File: config.mk
export PLATFORM = sky130hd
export DESIGN_NAME = spm_manager_flat
export DESIGN_NICKNAME = d
export VERILOG_FILES = /design/src/spm_pkg.sv /design/src/spm_dbg_if.sv /design/src/spm_sync3.sv /design/src/spm_manager.sv /design/src/flat_wrapper.sv
export VERILOG_INCLUDE_DIRS = /design/src /design/src/src
export SDC_FILE = /design/constraint.sdc
export NUM_CORES = 1
export LEC_CHECK = 0
export BUFFER_PORTS_ARGS = -buffer_cell sky130_fd_sc_hd__buf_2
export CAP_MARGIN = 10
export CORE_UTILIZATION = 35
export CTS_BUF_LIST = sky130_fd_sc_hd__clkbuf_8 sky130_fd_sc_hd__clkbuf_16
export DETAILED_ROUTE_END_ITERATION = 8
export PLACE_DENSITY = 0.63
export SLEW_MARGIN = 10
export SYNTH_ARGS = -nofsm -noshare
export SYNTH_HDL_FRONTEND = slang
export SYNTH_SLANG_ARGS = --single-unit
File: constraint.sdc
create_clock -name clock_i -period 2.4 [get_ports clock_i]
set_input_delay 0.12 -clock clock_i [delete_from_list [all_inputs] [get_ports clock_i]]
set_output_delay 0.12 -clock clock_i [all_outputs]
set_load 0.005 [all_outputs]
File: src/spm_regs.svh
// Register addresses, field positions, reset values and timing counts of the sleep power manager.
`ifndef SPM_REGS_SVH
`define SPM_REGS_SVH

// ==========================================================================
// Register addresses
`define SPM_CLOCK_GATE_ADDR   32'h4000_4038
`define SPM_CONTROL_ADDR      32'h4000_4000
`define SPM_WAKE_STATUS_ADDR  32'h4000_4004
`define SPM_STATE_ADDR        32'h4000_4008

// ==========================================================================
// Field positions
`define SPM_GATE_SC1_BIT      1
`define SPM_GATE_RSVD_BIT     5
`define SPM_GATE_MASK         32'h0000_0022
`define SPM_CTRL_DEEP_SEL_BIT 0
`define SPM_CTRL_OSC_OFF_BIT  1
`define SPM_CTRL_XTAL_BIT     2
`define SPM_CTRL_MASK         32'h0000_0007
`define SPM_WAKE_SRC_COUNT    9
`define SPM_WAKE_GPIO         0
`define SPM_WAKE_SERIAL       1
`define SPM_WAKE_IRQ_LINE     2
`define SPM_WAKE_DBG_REQ      3
`define SPM_WAKE_SYS_REQ      4
`define SPM_WAKE_CMP_A        5
`define SPM_WAKE_CMP_B        6
`define SPM_WAKE_WRAP         7
`define SPM_WAKE_CORE         8

// ==========================================================================
// Reset values and timing
`define SPM_CLOCK_GATE_RESET  32'h0000_0000
`define SPM_CONTROL_RESET     32'h0000_0000
`define SPM_CPU_RESET_CYCLES  4

`endif

File: src/spm_pkg.sv
// Types shared by the sleep power manager and its debugger end.
package spm_pkg;
  typedef enum logic [2:0] {
    st_run,
    st_idle,
    st_pre,
    st_emu,
    st_deep,
    st_wake
  } spm_state_t;

  typedef enum logic [1:0] {
    dg_idle,
    dg_wait_ack
  } spm_dbg_state_t;
endpackage

File: src/spm_dbg_if.sv
// Debug port link between the debugger end and the power manager end.
`timescale 1ns/10ps
`default_nettype none
interface spm_dbg_if;
  logic system_powerup_request;
  logic debug_powerup_request;
  logic system_powerup_ack;
  logic debug_powerup_ack;
  logic wake_core_write;

  modport dev (
    input  system_powerup_request,
    input  debug_powerup_request,
    input  wake_core_write,
    output system_powerup_ack,
    output debug_powerup_ack
  );

  modport dbg (
    output system_powerup_request,
    output debug_powerup_request,
    output wake_core_write,
    input  system_powerup_ack,
    input  debug_powerup_ack
  );
endinterface
`default_nettype wire

File: src/spm_sync3.sv
// Three-stage pin synchroniser with agreement filter and change pulse per bit.
`timescale 1ns/10ps
`default_nettype none
module spm_sync3 #(
  parameter int unsigned W = 1
) (
  input  wire logic         clock_i,
  input  wire logic         rstn_i,
  input  wire logic [W-1:0] async_i,
  output var  logic [W-1:0] level_o,
  output var  logic [W-1:0] change_o
);
  logic [W-1:0] s1_reg;
  logic [W-1:0] s2_reg;
  logic [W-1:0] s3_reg;

  genvar i;
  generate
    for (i = 0; i < W; i++) begin : g_bit
      always_ff @(posedge clock_i or negedge rstn_i) begin
        if (!rstn_i) begin
          s1_reg[i]  <= 1'b0;
          s2_reg[i]  <= 1'b0;
          s3_reg[i]  <= 1'b0;
          level_o[i] <= 1'b0;
        end else begin
          s1_reg[i] <= async_i[i];
          s2_reg[i] <= s1_reg[i];
          s3_reg[i] <= s2_reg[i];
          // A new level is taken only once the two later stages agree.
          if (s2_reg[i] == s3_reg[i]) begin
            level_o[i] <= s3_reg[i];
          end
        end
      end
      assign change_o[i] = (s2_reg[i] == s3_reg[i]) && (s3_reg[i] != level_o[i]);
    end
  endgenerate
endmodule
`default_nettype wire

File: src/spm_manager.sv
// Sleep power manager: sleep modes, core power and reset gating, wake recording.
//
// Chosen here: strobed register access.
`timescale 1ns/10ps
`default_nettype none
`include "spm_regs.svh"
module spm_manager
  import spm_pkg::*;
#(
  parameter int unsigned GPIO_W       = 16,
  parameter int unsigned RESET_CYCLES = `SPM_CPU_RESET_CYCLES
) (
  input  wire logic              clock_i,
  input  wire logic              rstn_i,
  spm_dbg_if.dev                 dbg,
  input  wire logic [31:0]       addr_i,
  input  wire logic [31:0]       wdata_i,
  input  wire logic              wr_i,
  input  wire logic              rd_i,
  output var  logic [31:0]       rdata_o,
  input  wire logic              wait_for_interrupt_insn_i,
  input  wire logic              irq_i,
  input  wire logic [GPIO_W-1:0] gpio_i,
  input  wire logic              serial_one_wake_pin_i,
  input  wire logic              remappable_interrupt_line_i,
  input  wire logic              timer_cmp_a_i,
  input  wire logic              timer_cmp_b_i,
  input  wire logic              timer_wrap_i,
  output var  logic              cpu_halt_o,
  output var  logic              core_power_on_o,
  output var  logic              cpu_reset_o,
  output var  logic              periph_reset_o,
  output var  logic              sleep_timer_run_o,
  output var  logic              low_freq_rc_oscillator_on_o,
  output var  logic              serial_one_clock_en_o
);
  localparam int unsigned NSRC = `SPM_WAKE_SRC_COUNT;
  localparam int unsigned CW   = $clog2(RESET_CYCLES + 1);

  spm_state_t    state_reg;
  spm_state_t    state_next;
  logic          osc_off_reg;
  logic          osc_off_next;
  logic [CW-1:0] count_reg;
  logic [31:0]   clock_gate_reg;
  logic [31:0]   control_reg;
  logic [NSRC-1:0] wake_status_reg;
  logic          dbg_req_q_reg;
  logic          sys_req_q_reg;
  logic [GPIO_W+1:0] pin_change;
  logic [NSRC-1:0] events;
  logic          timer_ok;
  logic          wake_deep;
  logic          wake_emu;
  logic          deep_off;

  // ==========================================================================
  // Wake sources
  spm_sync3 #(
    .W (GPIO_W + 2)
  ) u_sync (
    .clock_i  (clock_i),
    .rstn_i   (rstn_i),
    .async_i  ({remappable_interrupt_line_i, serial_one_wake_pin_i, gpio_i}),
    .level_o  (),
    .change_o (pin_change)
  );

  always_ff @(posedge clock_i or negedge rstn_i) begin
    if (!rstn_i) begin
      dbg_req_q_reg <= 1'b0;
      sys_req_q_reg <= 1'b0;
    end else begin
      dbg_req_q_reg <= dbg.debug_powerup_request;
      sys_req_q_reg <= dbg.system_powerup_request;
    end
  end

  always_comb begin
    events                      = '0;
    events[`SPM_WAKE_GPIO]      = |pin_change[GPIO_W-1:0];
    events[`SPM_WAKE_SERIAL]    = pin_change[GPIO_W];
    events[`SPM_WAKE_IRQ_LINE]  = pin_change[GPIO_W+1];
    events[`SPM_WAKE_DBG_REQ]   = dbg.debug_powerup_request && !dbg_req_q_reg;
    events[`SPM_WAKE_SYS_REQ]   = dbg.system_powerup_request && !sys_req_q_reg;
    events[`SPM_WAKE_CMP_A]     = timer_cmp_a_i;
    events[`SPM_WAKE_CMP_B]     = timer_cmp_b_i;
    events[`SPM_WAKE_WRAP]      = timer_wrap_i;
    events[`SPM_WAKE_CORE]      = dbg.wake_core_write;
  end

  // Timer wakes need a running timer: oscillator kept, or crystal clocking it.
  assign timer_ok  = !osc_off_reg || control_reg[`SPM_CTRL_XTAL_BIT];
  assign wake_deep = (|events[`SPM_WAKE_SYS_REQ:`SPM_WAKE_GPIO])
                     || (timer_ok && |events[`SPM_WAKE_WRAP:`SPM_WAKE_CMP_A]);
  assign wake_emu  = |events;

  // Recorder runs in every state; a new event beats a clear in the same cycle.
  genvar i;
  generate
    for (i = 0; i < NSRC; i++) begin : g_wake
      always_ff @(posedge clock_i or negedge rstn_i) begin
        if (!rstn_i) begin
          wake_status_reg[i] <= 1'b0;
        end else if (events[i]) begin
          wake_status_reg[i] <= 1'b1;
        end else if (wr_i && addr_i == `SPM_WAKE_STATUS_ADDR && wdata_i[i]) begin
          wake_status_reg[i] <= 1'b0;
        end
      end
    end
  endgenerate

  // ==========================================================================
  // Sleep sequencer
  always_comb begin
    state_next   = state_reg;
    osc_off_next = osc_off_reg;
    case (state_reg)
      st_run: begin
        if (wait_for_interrupt_insn_i) begin
          if (control_reg[`SPM_CTRL_DEEP_SEL_BIT]) begin
            state_next = st_pre;
          end else begin
            state_next = st_idle;
          end
        end
      end
      st_idle: begin
        if (irq_i) begin
          state_next = st_run;
        end
      end
      st_pre: begin
        // Nothing is cut while the debugger still touches memory.
        if (!dbg.system_powerup_request) begin
          if (dbg.debug_powerup_request) begin
            state_next = st_emu;
          end else begin
            state_next   = st_deep;
            osc_off_next = control_reg[`SPM_CTRL_OSC_OFF_BIT];
          end
        end
      end
      st_emu: begin
        if (wake_emu) begin
          state_next = st_run;
        end
      end
      st_deep: begin
        if (wake_deep) begin
          state_next   = st_wake;
          osc_off_next = 1'b0;
        end
      end
      st_wake: begin
        if (count_reg == '0) begin
          state_next = st_run;
        end
      end
      default: begin
        state_next = st_run;
      end
    endcase
  end

  always_ff @(posedge clock_i or negedge rstn_i) begin
    if (!rstn_i) begin
      state_reg   <= st_run;
      osc_off_reg <= 1'b0;
    end else begin
      state_reg   <= state_next;
      osc_off_reg <= osc_off_next;
    end
  end

  always_ff @(posedge clock_i or negedge rstn_i) begin
    if (!rstn_i) begin
      count_reg <= '0;
    end else if (state_next == st_wake && state_reg != st_wake) begin
      count_reg <= CW'(RESET_CYCLES - 1);
    end else if (count_reg != '0) begin
      count_reg <= count_reg - CW'(1);
    end
  end

  // ==========================================================================
  // Power, reset and clock outputs
  assign deep_off = (state_next == st_deep) && osc_off_next;

  always_ff @(posedge clock_i or negedge rstn_i) begin
    if (!rstn_i) begin
      cpu_halt_o                  <= 1'b0;
      core_power_on_o             <= 1'b1;
      cpu_reset_o                 <= 1'b0;
      periph_reset_o              <= 1'b0;
      sleep_timer_run_o           <= 1'b1;
      low_freq_rc_oscillator_on_o <= 1'b1;
    end else begin
      cpu_halt_o        <= state_next == st_idle || state_next == st_pre
                           || state_next == st_emu;
      core_power_on_o   <= state_next != st_deep;
      cpu_reset_o       <= state_next == st_wake;
      // Trace, watchpoint, patch and interrupt-controller logic is never reset here.
      periph_reset_o    <= state_next == st_emu || state_next == st_wake;
      sleep_timer_run_o <= !(deep_off && !control_reg[`SPM_CTRL_XTAL_BIT]);
      low_freq_rc_oscillator_on_o <= !deep_off;
    end
  end

  // Acks are withheld while the core is down or in reset, which stalls the debugger.
  always_ff @(posedge clock_i or negedge rstn_i) begin
    if (!rstn_i) begin
      dbg.system_powerup_ack <= 1'b0;
      dbg.debug_powerup_ack  <= 1'b0;
    end else begin
      dbg.system_powerup_ack <= dbg.system_powerup_request
                                && state_next != st_deep && state_next != st_wake;
      dbg.debug_powerup_ack  <= dbg.debug_powerup_request
                                && state_next != st_deep && state_next != st_wake;
    end
  end

  // ==========================================================================
  // Software registers
  always_ff @(posedge clock_i or negedge rstn_i) begin
    if (!rstn_i) begin
      clock_gate_reg <= `SPM_CLOCK_GATE_RESET;
      control_reg    <= `SPM_CONTROL_RESET;
    end else if (wr_i) begin
      if (addr_i == `SPM_CLOCK_GATE_ADDR) begin
        clock_gate_reg <= wdata_i & `SPM_GATE_MASK;
      end
      if (addr_i == `SPM_CONTROL_ADDR) begin
        control_reg <= wdata_i & `SPM_CTRL_MASK;
      end
    end
  end

  // A stopped clock freezes the peripheral's registers: writes are lost, reads hold.
  always_ff @(posedge clock_i or negedge rstn_i) begin
    if (!rstn_i) begin
      serial_one_clock_en_o <= 1'b1;
    end else begin
      serial_one_clock_en_o <= !clock_gate_reg[`SPM_GATE_SC1_BIT];
    end
  end

  always_ff @(posedge clock_i or negedge rstn_i) begin
    if (!rstn_i) begin
      rdata_o <= 32'h0000_0000;
    end else if (rd_i) begin
      case (addr_i)
        `SPM_CLOCK_GATE_ADDR:  rdata_o <= clock_gate_reg;
        `SPM_CONTROL_ADDR:     rdata_o <= control_reg;
        `SPM_WAKE_STATUS_ADDR: rdata_o <= 32'(wake_status_reg);
        `SPM_STATE_ADDR:       rdata_o <= {27'h000_0000, osc_off_reg, 1'b0, state_reg};
        default:               rdata_o <= 32'h0000_0000;
      endcase
    end else begin
      rdata_o <= 32'h0000_0000;
    end
  end
endmodule
`default_nettype wire

File: src/flat_wrapper.sv
// flat-port wrapper written by rule: the top's interface ports become plain ports
module spm_manager_flat import spm_pkg::*;
#(
  parameter int unsigned GPIO_W       = 16,
  parameter int unsigned RESET_CYCLES = `SPM_CPU_RESET_CYCLES
)
  (clock_i, rstn_i, addr_i, wdata_i, wr_i, rd_i, rdata_o, wait_for_interrupt_insn_i, irq_i, gpio_i, serial_one_wake_pin_i, remappable_interrupt_line_i, timer_cmp_a_i, timer_cmp_b_i, timer_wrap_i, cpu_halt_o, core_power_on_o, cpu_reset_o, periph_reset_o, sleep_timer_run_o, low_freq_rc_oscillator_on_o, serial_one_clock_en_o, dbg_system_powerup_request, dbg_debug_powerup_request, dbg_wake_core_write, dbg_system_powerup_ack, dbg_debug_powerup_ack);
  spm_dbg_if dbg_i ();
  input  wire logic clock_i;
  input  wire logic rstn_i;
  input  wire logic [31:0] addr_i;
  input  wire logic [31:0] wdata_i;
  input  wire logic wr_i;
  input  wire logic rd_i;
  output var  logic [31:0] rdata_o;
  input  wire logic wait_for_interrupt_insn_i;
  input  wire logic irq_i;
  input  wire logic [GPIO_W-1:0] gpio_i;
  input  wire logic serial_one_wake_pin_i;
  input  wire logic remappable_interrupt_line_i;
  input  wire logic timer_cmp_a_i;
  input  wire logic timer_cmp_b_i;
  input  wire logic timer_wrap_i;
  output var  logic cpu_halt_o;
  output var  logic core_power_on_o;
  output var  logic cpu_reset_o;
  output var  logic periph_reset_o;
  output var  logic sleep_timer_run_o;
  output var  logic low_freq_rc_oscillator_on_o;
  output var  logic serial_one_clock_en_o;
  input wire logic [$bits(dbg_i.system_powerup_request)-1:0] dbg_system_powerup_request;
  input wire logic [$bits(dbg_i.debug_powerup_request)-1:0] dbg_debug_powerup_request;
  input wire logic [$bits(dbg_i.wake_core_write)-1:0] dbg_wake_core_write;
  output wire logic [$bits(dbg_i.system_powerup_ack)-1:0] dbg_system_powerup_ack;
  output wire logic [$bits(dbg_i.debug_powerup_ack)-1:0] dbg_debug_powerup_ack;
  assign dbg_i.system_powerup_request = dbg_system_powerup_request;
  assign dbg_i.debug_powerup_request = dbg_debug_powerup_request;
  assign dbg_i.wake_core_write = dbg_wake_core_write;
  assign dbg_system_powerup_ack = dbg_i.system_powerup_ack;
  assign dbg_debug_powerup_ack = dbg_i.debug_powerup_ack;
  spm_manager #(.GPIO_W(GPIO_W), .RESET_CYCLES(RESET_CYCLES)) u_core (.clock_i(clock_i), .rstn_i(rstn_i), .dbg(dbg_i), .addr_i(addr_i), .wdata_i(wdata_i), .wr_i(wr_i), .rd_i(rd_i), .rdata_o(rdata_o), .wait_for_interrupt_insn_i(wait_for_interrupt_insn_i), .irq_i(irq_i), .gpio_i(gpio_i), .serial_one_wake_pin_i(serial_one_wake_pin_i), .remappable_interrupt_line_i(remappable_interrupt_line_i), .timer_cmp_a_i(timer_cmp_a_i), .timer_cmp_b_i(timer_cmp_b_i), .timer_wrap_i(timer_wrap_i), .cpu_halt_o(cpu_halt_o), .core_power_on_o(core_power_on_o), .cpu_reset_o(cpu_reset_o), .periph_reset_o(periph_reset_o), .sleep_timer_run_o(sleep_timer_run_o), .low_freq_rc_oscillator_on_o(low_freq_rc_oscillator_on_o), .serial_one_clock_en_o(serial_one_clock_en_o));
endmodule
; ---- Word level (Yosys, flattened, before mapping)
; Index checks and enable logic that the tools add are counted.
[totals]
elab_cells = 256
inputBits = 94
ff_bits = 113
out_inout_bits = 41
[classes]
eq_ne = 53
n_mux = 35
n_reduce_logical = 69
n_addsub = 1
[ops]
columns = op, count
row1 = 32-bit by 31-bit == test with 1-bit output (second input constant), 4
row2 = 1-bit logical AND, 38
row3 = 9-bit case mux with 4 select lines, 1
row4 = 3-bit two-way mux, 9
row5 = 24-bit OR reduction, 1
row6 = 1-bit two-way mux, 21
row7 = 2-bit nonzero test, 10
row8 = 20-bit OR reduction, 1
row9 = 1-bit == test, 18
row10 = 1-bit != test, 18
row11 = 3-bit case mux with 6 select lines, 1
row12 = 16-bit OR reduction, 1
row13 = 3-bit by 2-bit == test with 1-bit output (second input constant), 4
row14 = 3-bit == test (second input constant), 4
row15 = 9-bit two-way mux, 1
row16 = 3-bit != test (second input constant), 3
row17 = 1-bit zero test, 7
row18 = 3-bit by 1-bit == test with 1-bit output (second input constant), 2
row19 = 3-bit zero test, 2
row20 = 1-bit logical OR, 5
row21 = 2-bit AND reduction, 2
row22 = 3-bit nonzero test, 1
row23 = 3-bit OR reduction, 1
row24 = 3-bit by 1-bit subtractor with 3-bit output (second input constant), 1
row25 = other kinds (2), 2

; ---- Depth between registers and ports, before layout
; Gate-level depths: netlist of the first run.
[depth]
ltp_word = 10
depth_mapped = 8
ltp_nobuf = 7

; ---- Cells and area by module
; A second synthesis of the first run with hierarchy kept.
[unflattened]
hier_cells = 362
area_unflattened_um2 = 4510.6
[by_module_without_submodules]
columns = mod, cells_each, area_each_um2, seq_area_each_um2, n_inst
row1 = spm_sync3, 145, 2274.7, 1801.7, 1
row2 = spm_manager, 217, 2235.9, 1031.0, 1

; ---- Least setup slack after synthesis of the first run
; Ideal clock, no wire load.
[synth_timing]
path_kind = register -> register
start = reg u_core.u_sync.s2_reg[16]
end = reg u_core.state_reg[0]
t_arrival_ps = 1638
synth_period_minus_slack_ps = 1769
setup_ps = 131
slack_ps = 631
t_required_ps = 2269
path_stages_with_launch = 7
n_path_buf = 0
path_cell_list = dfrtp_1 > nand2b_1 > o22ai_1 > or4_4 > nor2_2 > a31oi_1 > or3_1
[synth_via]
elab_chain_len = 6
word_cells_on_any_way = 8
cone_classes = eq/ne: 1 / mux: 3 / reduce/logical: 4
[synth_lines]
columns = element, line_no
row1 = "start, declared", spm_sync3.sv:14  ; logic [W-1:0] s2_reg;
row2 = "start signal, assigned by index", spm_sync3.sv:28  ; s2_reg[i] <= s1_reg[i];
row3 = 1-bit == test *, spm_sync3.sv:36  ; assign change_o[i] = (s2_reg[i] == s3_reg[i]) && (s3_reg[i] != level_o[i]);
row4 = 1-bit logical AND *, spm_sync3.sv:36
row5 = 20-bit OR reduction, spm_manager.sv:94  ; assign wake_deep = (|events[`SPM_WAKE_SYS_REQ:`SPM_WAKE_GPIO])
row6 = 1-bit logical OR, spm_manager.sv:94
row7 = 3-bit two-way mux, spm_manager.sv:151  ; if (wake_deep) begin
row8 = 3-bit case mux with 6 select lines *, spm_manager.sv:119  ; case (state_reg)
row9 = via u_core.state_next[0], spm_manager.sv:41  ; spm_state_t state_next;
row10 = "end signal, assigned", spm_manager.sv:169  ; state_reg <= st_run;
row11 = "end signal, assigned", spm_manager.sv:172  ; state_reg <= state_next;
row12 = "end, declared", spm_manager.sv:40  ; spm_state_t state_reg;
; The timed path passes the listed nets; every way through them passes the cells marked *.
; A chain may end at the register's enable or synchronous reset.

; ---- Final worst setup path of the first run
[layout_timing]
start = reg u_core.u_sync.s2_reg[11]
end = reg u_core.state_reg[0]
; The elaborated chain is that of the path after synthesis.

==> key figures, run 1 <==
Outcome
  – Status: completed

Logic synthesis
  – Ys async rst share: 100%
  – Post-synth EDFFs: 0
  – Library cells used by synthesis: 47
  – Mapped cell area: 4370 um2
  – Post-synthesis register bit count: 113
  – Most used DFF post-synth: dfrtp_1
  – Synth Warn #: 0
  – Sequential area share after synthesis: 64.8%
  – Syn avg cell area: 12.7 um2
  – Post-Synthesis Cells: 345

Detailed routing
  – Metal-1 WL: 3670 um
  – Final wirelength: 8320 um
  – DR WL met3: 484 um
  – Total number of vias: 2,962
  – DRC: 0
  – Vias per cell: 4.52
  – Wire per inst: 12.7 um
  – Number of DRC markers in iteration 0: 130
  – ANT nets after route: 0
  – Highest Signal Layer: met4
  – Metal2 WL: 4080 um
  – TritonRoute pass-1 iters: 4

STA
  – Slew @ Worst Pin: 0.563 ns
  – Fin. max-slew vios: 0
  – Final setup vio count: 0
  – Setup TNS: 0 ns
  – Final period demand of the worst path: 2.03 ns
  – Fmax: 493 MHz
  – Hold violation total from the final report: 0
  – Period utilization: 84.5%
  – Clock skew: 0.00676 ns
  – Worst relative slew slack: 62.5%
  – RSZ-0062 raised after global routing: no

Setup path
  – Critical path peak fanout: 6
  – CP max stage delay: 0.40 ns
  – Nature of the critical path endpoint: flop
  – Register-to-register setup slack: 0.37 ns
  – Element type at the critical path start: flop
  – Worst path cell trace: nand2b_1 -> o22ai_1 -> nor4_1 -> and4_1 -> a31oi_1 -> or3_1
  – Critical path endpoint: u_core.state_reg[0]
  – Crit path required time: 2.68 ns
  – Worst setup startpoint: u_core.u_sync.s2_reg[11]
  – Worst EP arrival: 2.31 ns
  – Cells on worst reg2reg path: 6
  – FF-to-FF Start: u_core.u_sync.s2_reg[11]
  – Crit path kind: flop to flop
  – Worst path slowest cell: and4_1
  – RR Endpoint: u_core.state_reg[0]

Power
  – Sequential power share: 44.0%
  – Switch Pwr: 0.00101 W
  – Share of total power in the clock network: 50.1%
  – P_leak: 2.68 nW
  – VDD IR max: 0.431 mV
  – Comb pwr share: 5.9%
  – Sw frac: 21.5%
  – Pwr Density: 808 nW/um2
  – Pint: 0.00367 W

Final layout
  – Area grow syn2layout: 32.3%
  – Share of cells above drive strength 1: 27.3%
  – Ant diodes: 0
  – Multi-input logic area: 1390 um2
  – Final nets: 571
  – Fill count: 1,095
  – Post-Layout Cell Count: 656
  – FF+latch area: 2830 um2

CTS
  – Worst-path clk slew: 0.05 ns
  – Clk sink count: 113
  – H-tree Lvls: 4
  – Clk buf depth: 2
  – Num CTS Buffers: 17
  – CTS tree: done
  – Clock root buffer: clkbuf_16
  – PostCTS Resize Cnt: 0
  – Worst-skew pair later-pin latency: 0.40 ns

Place
  – Port Buffers: 88
  – Final HPWL from detailed placement: 5810 um
  – GP Congestion: 0.747
  – Cells after DPL: 595

GRT
  – Largest net degree at the start of global routing: 71
  – Number of global-route vias before repair: 2,994
  – GRT overflow: 0
  – Global Route Usage Sum: 14.4%
  – First-pass GRT wire length: 14,000 um
  – Initial antenna violation count: 0

Flow run
  – Max_cap viols: 0

Floorplan
  – Initial Util: 36.1%
  – Row count: 40
  – Die H: 114 um
  – Die W: 114 um
  – Die area: 12,900 um2
  – Core Region: 12,100 um2
  – Ports: 135

Min path
  – Hold Path Class: primary input to flop
-- synthesized netlist by cell type, types with 2 or more instances --
cell type | n | area (um2)
a211o_1 | 2 | 17.5
or3_1 | 2 | 12.5
nand2_1 | 25 | 93.8
inv_1 | 8 | 30.0
buf_4 | 23 | 173
nor2_2 | 2 | 12.5
ha_1 | 2 | 25.0
nor2_1 | 13 | 48.8
nor4_1 | 8 | 50.1
nand2b_1 | 20 | 125
o22ai_1 | 18 | 113
nor2b_1 | 8 | 50.1
nand3_1 | 9 | 45.0
a21oi_1 | 9 | 45.0
clkbuf_1 | 4 | 15.0
mux2_1 | 2 | 22.5
buf_2 | 2 | 10.0
mux2i_1 | 4 | 40.0
maj3_1 | 17 | 170
dfrtp_1 | 109 | 2730
o21a_1 | 2 | 15.0
nor4b_2 | 2 | 30.0
o2bb2ai_1 | 2 | 17.5
nand4_1 | 2 | 12.5
and4b_1 | 2 | 20.0
and3_1 | 7 | 43.8
a22oi_1 | 3 | 22.5
a21o_1 | 8 | 60.1
or2_1 | 2 | 12.5
dfstp_2 | 4 | 105
nor3_1 | 3 | 15.0
mux2_4 | 3 | 45.0
and2_1 | 4 | 25.0
-- power by group through the flow --
stage,Clock [W],Sequential (W),Combinational (W)
after floorplan,0,0.00207,0.000142
after global placement,0,0.00208,0.000239
after detailed placement,0,0.00209,0.000245
after CTS,0.00239,0.00206,0.000281
after global routing,0.00250,0.00207,0.000313
final,0.00234,0.00206,0.000275
-- critical path: cells and delay by family, from the launching register on --
kind	cells	cell delay, ns
flops	1	0.37
compound gates	2	0.24
simple gates	4	1.29
-- per-stage QoR --
stage / hold WS, ns / setup slack [ns] / util (%) / power (W) / instance area, um2
CTS: 0.00173 / 0.286 / 47.8 / 0.00473 / 5780
finish: 0.0184 / 0.372 / 47.8 / 0.00467 / 5780
detailed placement: 0.154 / 0.284 / 40.7 / 0.00233 / 4930
global placement: 0.138 / 0.356 / 40.7 / 0.00232 / 4930
global route: 0.00499 / 0.244 / 47.8 / 0.00488 / 5780
floorplan: -0.176 / 0.631 / - / 0.00221 / 4450
-- final cells by class --
| type | count | area share (%) |
|---|---|---|
| multi-input combinational | 217 | 24.1 |
| tap | 168 | 3.63 |
| timing repair buffer | 118 | 13.0 |
| clock buffer | 18 | 7.59 |
| clock inverter | 14 | 2.16 |
| inverter | 8 | 0.519 |
| sequential | 113 | 49.0 |
-- timing repair --
action	in CTS	in global routing
endpoints found under the hold margin	69	0
setup endpoints to repair	0	0
buffers inserted	0	0
hold buffers	29	0
-- per-layer routing --
metal  vias up  GRT usage (%)
li1       1424              -
met1      1430           17.6
met2        99           22.6
met3         9           5.58
met4         0           6.67
met5         -              0
-- cells by family after synthesis --
| family | synth area share, % |
|---|---|
| other cells | 0.0858 |
| mux | 2.46 |
| buf+inv | 5.21 |
| xor+xnor | 0.200 |
| fa+ha+maj | 4.46 |
| flops | 64.8 |
| simple gates | 15.5 |
| compound gates | 7.30 |
-- worst min path at each step --
stage	start	endpoint	slack, ns	depth (start not counted)
after floorplan	rstn_i	u_core.clock_gate_reg[1]	-0.18	0
after global placement	rstn_i	u_core.u_sync.s1_reg[16]	0.14	1
after detailed placement	rstn_i	u_core.u_sync.s1_reg[17]	0.15	1
after CTS	wdata_i[4]	u_core.wake_status_reg[4]	0.002	3
after global routing	rd_i	u_core.rdata_o[5]	0.005	2
final	wdata_i[8]	u_core.wake_status_reg[8]	0.02	3
-- layout by cell type (no fill, tap or decap), types with 4 or more instances in the layout --
master         Yosys  final
nor2_1            13     13
clkbuf_16          0     17
buf_2              2     87
and2_1             4      4
nand3_1            9      9
and3_1             7      7
a21o_1             8      8
clkinv_2           0      6
nor4_1             8      8
dlygate4sd3_1      0     29
a21oi_1            9      9
mux2i_1            4      4
nand2_1           25     25
inv_1              8     11
dfrtp_1          109    109
o22ai_1           18     18
nand2b_1          20     20
conb_1             1     23
maj3_1            17     17
nor2b_1            8      8
dfstp_2            4      4
No activity file was read; power rests on OpenSTA's default activity.
==> run 2, diff against run 1 <==
- PLACE_DENSITY: 0.63 -> 0.65
- clock period: 2.4 -> 1.7 ns (I/O delays scaled with it)
==> run 2 against run 1 <==
The flow now finishes with violations (setup timing); wire length grew 12%; sequential cell count is the same; design area grew 12%; die area is the same; first-iteration DRC count shrank 5.4%; count of clock-buffer cells in the layout grew 2; critical path type unchanged.
==> key figures, run 2 (synthesis gave the netlist of run 1 again) <==
Power
  – Total Power: 0.00745 W (was 0.00467 W)
  – Pwr Density: 1150 nW/um2 (was 808 nW/um2)
  – P_leak: 3.03 nW (was 2.68 nW)
  – VDD IR max: 0.600 mV (was 0.431 mV)

Setup path
  – FF-to-FF Start: u_core.u_sync.level_o[16] (was u_core.u_sync.s2_reg[11])
  – RR Endpoint: u_core.state_reg[0] (unchanged)
  – Crit path required time: 1.98 ns (was 2.68 ns)
  – Crit path kind: flop to flop (unchanged)
  – Element type at the critical path start: flop (unchanged)
  – Register-to-register setup slack: -0.17 ns (was 0.37 ns)
  – Cells on worst reg2reg path: 6 (unchanged)
  – Worst EP arrival: 2.15 ns (was 2.31 ns)
  – Nature of the critical path endpoint: flop (unchanged)
  – Critical path peak fanout: 3 (was 6)

Detailed routing
  – Total number of vias: 3,196 (was 2,962)
  – Vias per cell: 4.51 (was 4.52)
  – Number of DRC markers in iteration 0: 123 (was 130)
  – ANT nets after route: 0 (unchanged)
  – Wire per inst: 13.2 um (was 12.7 um)
  – Final wirelength: 9350 um (was 8320 um)
  – TritonRoute pass-1 iters: 4 (unchanged)
  – DRC: 0 (unchanged)

GRT
  – Global Route Usage Sum: 15.8% (was 14.4%)
  – First-pass GRT wire length: 15,400 um (was 14,000 um)
  – Number of global-route vias before repair: 3,371 (was 2,994)
  – GRT overflow: 0 (unchanged)
  – Initial antenna violation count: 0 (unchanged)
  – Largest net degree at the start of global routing: 37 (was 71)

Floorplan
  – Die W: 114 um (unchanged)
  – Die H: 114 um (unchanged)
  – Die area: 12,900 um2 (unchanged)
  – Core Region: 12,100 um2 (unchanged)
  – Initial Util: 36.1% (unchanged)
  – Row count: 40 (unchanged)
  – Ports: 135 (unchanged)

STA
  – Slew @ Worst Pin: 0.464 ns (was 0.563 ns)
  – Setup ws final: -0.173 ns (was 0.372 ns)
  – Fin. max-slew vios: 0 (unchanged)
  – Worst hold slack: 0.0788 ns (was 0.0184 ns)
  – Final setup vio count: 9 (was 0)
  – Worst relative slew slack: 68.3% (was 62.5%)
  – Fmax: 534 MHz (was 493 MHz)
  – Hold violation total from the final report: 0 (unchanged)
  – Period utilization: 110% (was 84.5%)
  – RSZ-0062 raised after global routing: yes (was no)
  – Clock skew: 0.00574 ns (was 0.00676 ns)
  – Final period demand of the worst path: 1.87 ns (was 2.03 ns)

Place
  – Placed inst area: 5280 um2 (was 4930 um2)
  – Final HPWL from detailed placement: 6440 um (was 5810 um)
  – Cells after DPL: 636 (was 595)
  – GP Congestion: 0.724 (was 0.747)
  – Port Buffers: 88 (unchanged)

Final layout
  – Ant diodes: 0 (unchanged)
  – Fill count: 1,050 (was 1,095)
  – Area grow syn2layout: 47.9% (was 32.3%)
  – Share of cells above drive strength 1: 37.0% (was 27.3%)
  – Final nets: 624 (was 571)
  – FF+latch area: 2830 um2 (unchanged)
  – Commonest non-fill, non-tap cell in the layout: dfrtp_1 (unchanged)
  – Multi-input logic area: 1520 um2 (was 1390 um2)
  – Final instance area: 6470 um2 (was 5780 um2)
  – Post-Layout Cell Count: 709 (was 656)
  – Commonest non-fill, non-tap cells in the layout: dfrtp_1 (109), buf_2 (87), buf_4 (46) (was dfrtp_1 (109), buf_2 (87), dlygate4sd3_1 (29))

CTS
  – Num CTS Buffers: 17 (unchanged)
  – Worst-skew pair later-pin latency: 0.40 ns (about the same)
  – Clk buf depth: 2 (unchanged)
  – CTS tree: done (unchanged)
  – Clk sink count: 113 (unchanged)
  – Clock root buffer: clkbuf_16 (unchanged)
  – H-tree Lvls: 4 (unchanged)
  – Worst-path clk slew: 0.05 ns (about the same)

Min path
  – Hold_sp: wr_i (was wdata_i[8])
  – Hold Path Class: primary input to flop (unchanged)
  – Hold Path Cell Cnt: 3 (unchanged)
  – Hold EP: u_core.wake_status_reg[6] (was u_core.wake_status_reg[8])

Flow run
  – Max_cap viols: 0 (unchanged)

Outcome
  – Status: finished with violations (was completed)
  – Failing checks: setup timing
run 2: worst max-delay path by stage:
stage / startpoint / end / slack [ns]
after global placement: u_core.u_sync.s2_reg[12] / u_core.state_reg[0] / -0.24
after CTS: u_core.u_sync.level_o[9] / u_core.state_reg[0] / -0.14
final: u_core.u_sync.level_o[16] / u_core.state_reg[0] / -0.17
after global routing: u_core.u_sync.level_o[16] / u_core.state_reg[0] / -0.26
after detailed placement: u_core.u_sync.s2_reg[12] / u_core.state_reg[0] / -0.30
after floorplan: u_core.u_sync.s2_reg[16] / u_core.state_reg[0] / -0.0006
run 2: timing repair:
item / CTS / global route
hold endpoints to repair: 68 / 0
hold buffers: 35 / 0
resized for setup: 6 / 13
cloned: 0 / 0
endpoints found under the setup margin: 12 / 12
buffers inserted: 4 / 3
pin swaps: 8 / 3
run 2: layout make-up:
cell class / count / share of cell area [%]
clock buffers: 20 / 7.22
clock inverters: 12 / 3.27
inverters: 8 / 0.464
multi-input cells: 217 / 23.6
flip-flops and latches: 113 / 43.8
well taps: 168 / 3.25
repair buffers: 171 / 18.4
run 2: where the power goes:
group / total (W) / switching, W / internal [W]
clock network: 0.00400 / 0.00116 / 0.00285
logic: 0.000543 / 0.000240 / 0.000303
registers: 0.00290 / 0.0000873 / 0.00282
run 2: stage by stage:
stage               util (%)  setup WS [ns]   TNS [ns]
floorplan                  -      -0.000588  -0.000588
global route            53.4         -0.259      -1.72
global placement        43.6         -0.240      -1.76
detailed placement      43.6         -0.303      -2.49
CTS                     52.6         -0.143     -0.830
finish                  53.4         -0.173     -0.780
run 2: metal layers:
metal | global-route usage [%] | routed length (um) | vias to the layer above
met4 | 5.00 | 67 | 0
met2 | 26.1 | 4790 | 94
met1 | 18.8 | 4010 | 1568
li1 | - | - | 1526
met3 | 6.32 | 490 | 8
met5 | 0 | 0 | -
run 2: worst max-delay path, stage by stage, from the launching register on:
cell and delay [ns]:
dfrtp_1 0.40, nand2b_1 0.10, o22ai_2 0.10, or4_4 0.57, nor2_4 0.17, a31oi_4 0.10, or3_1 0.30
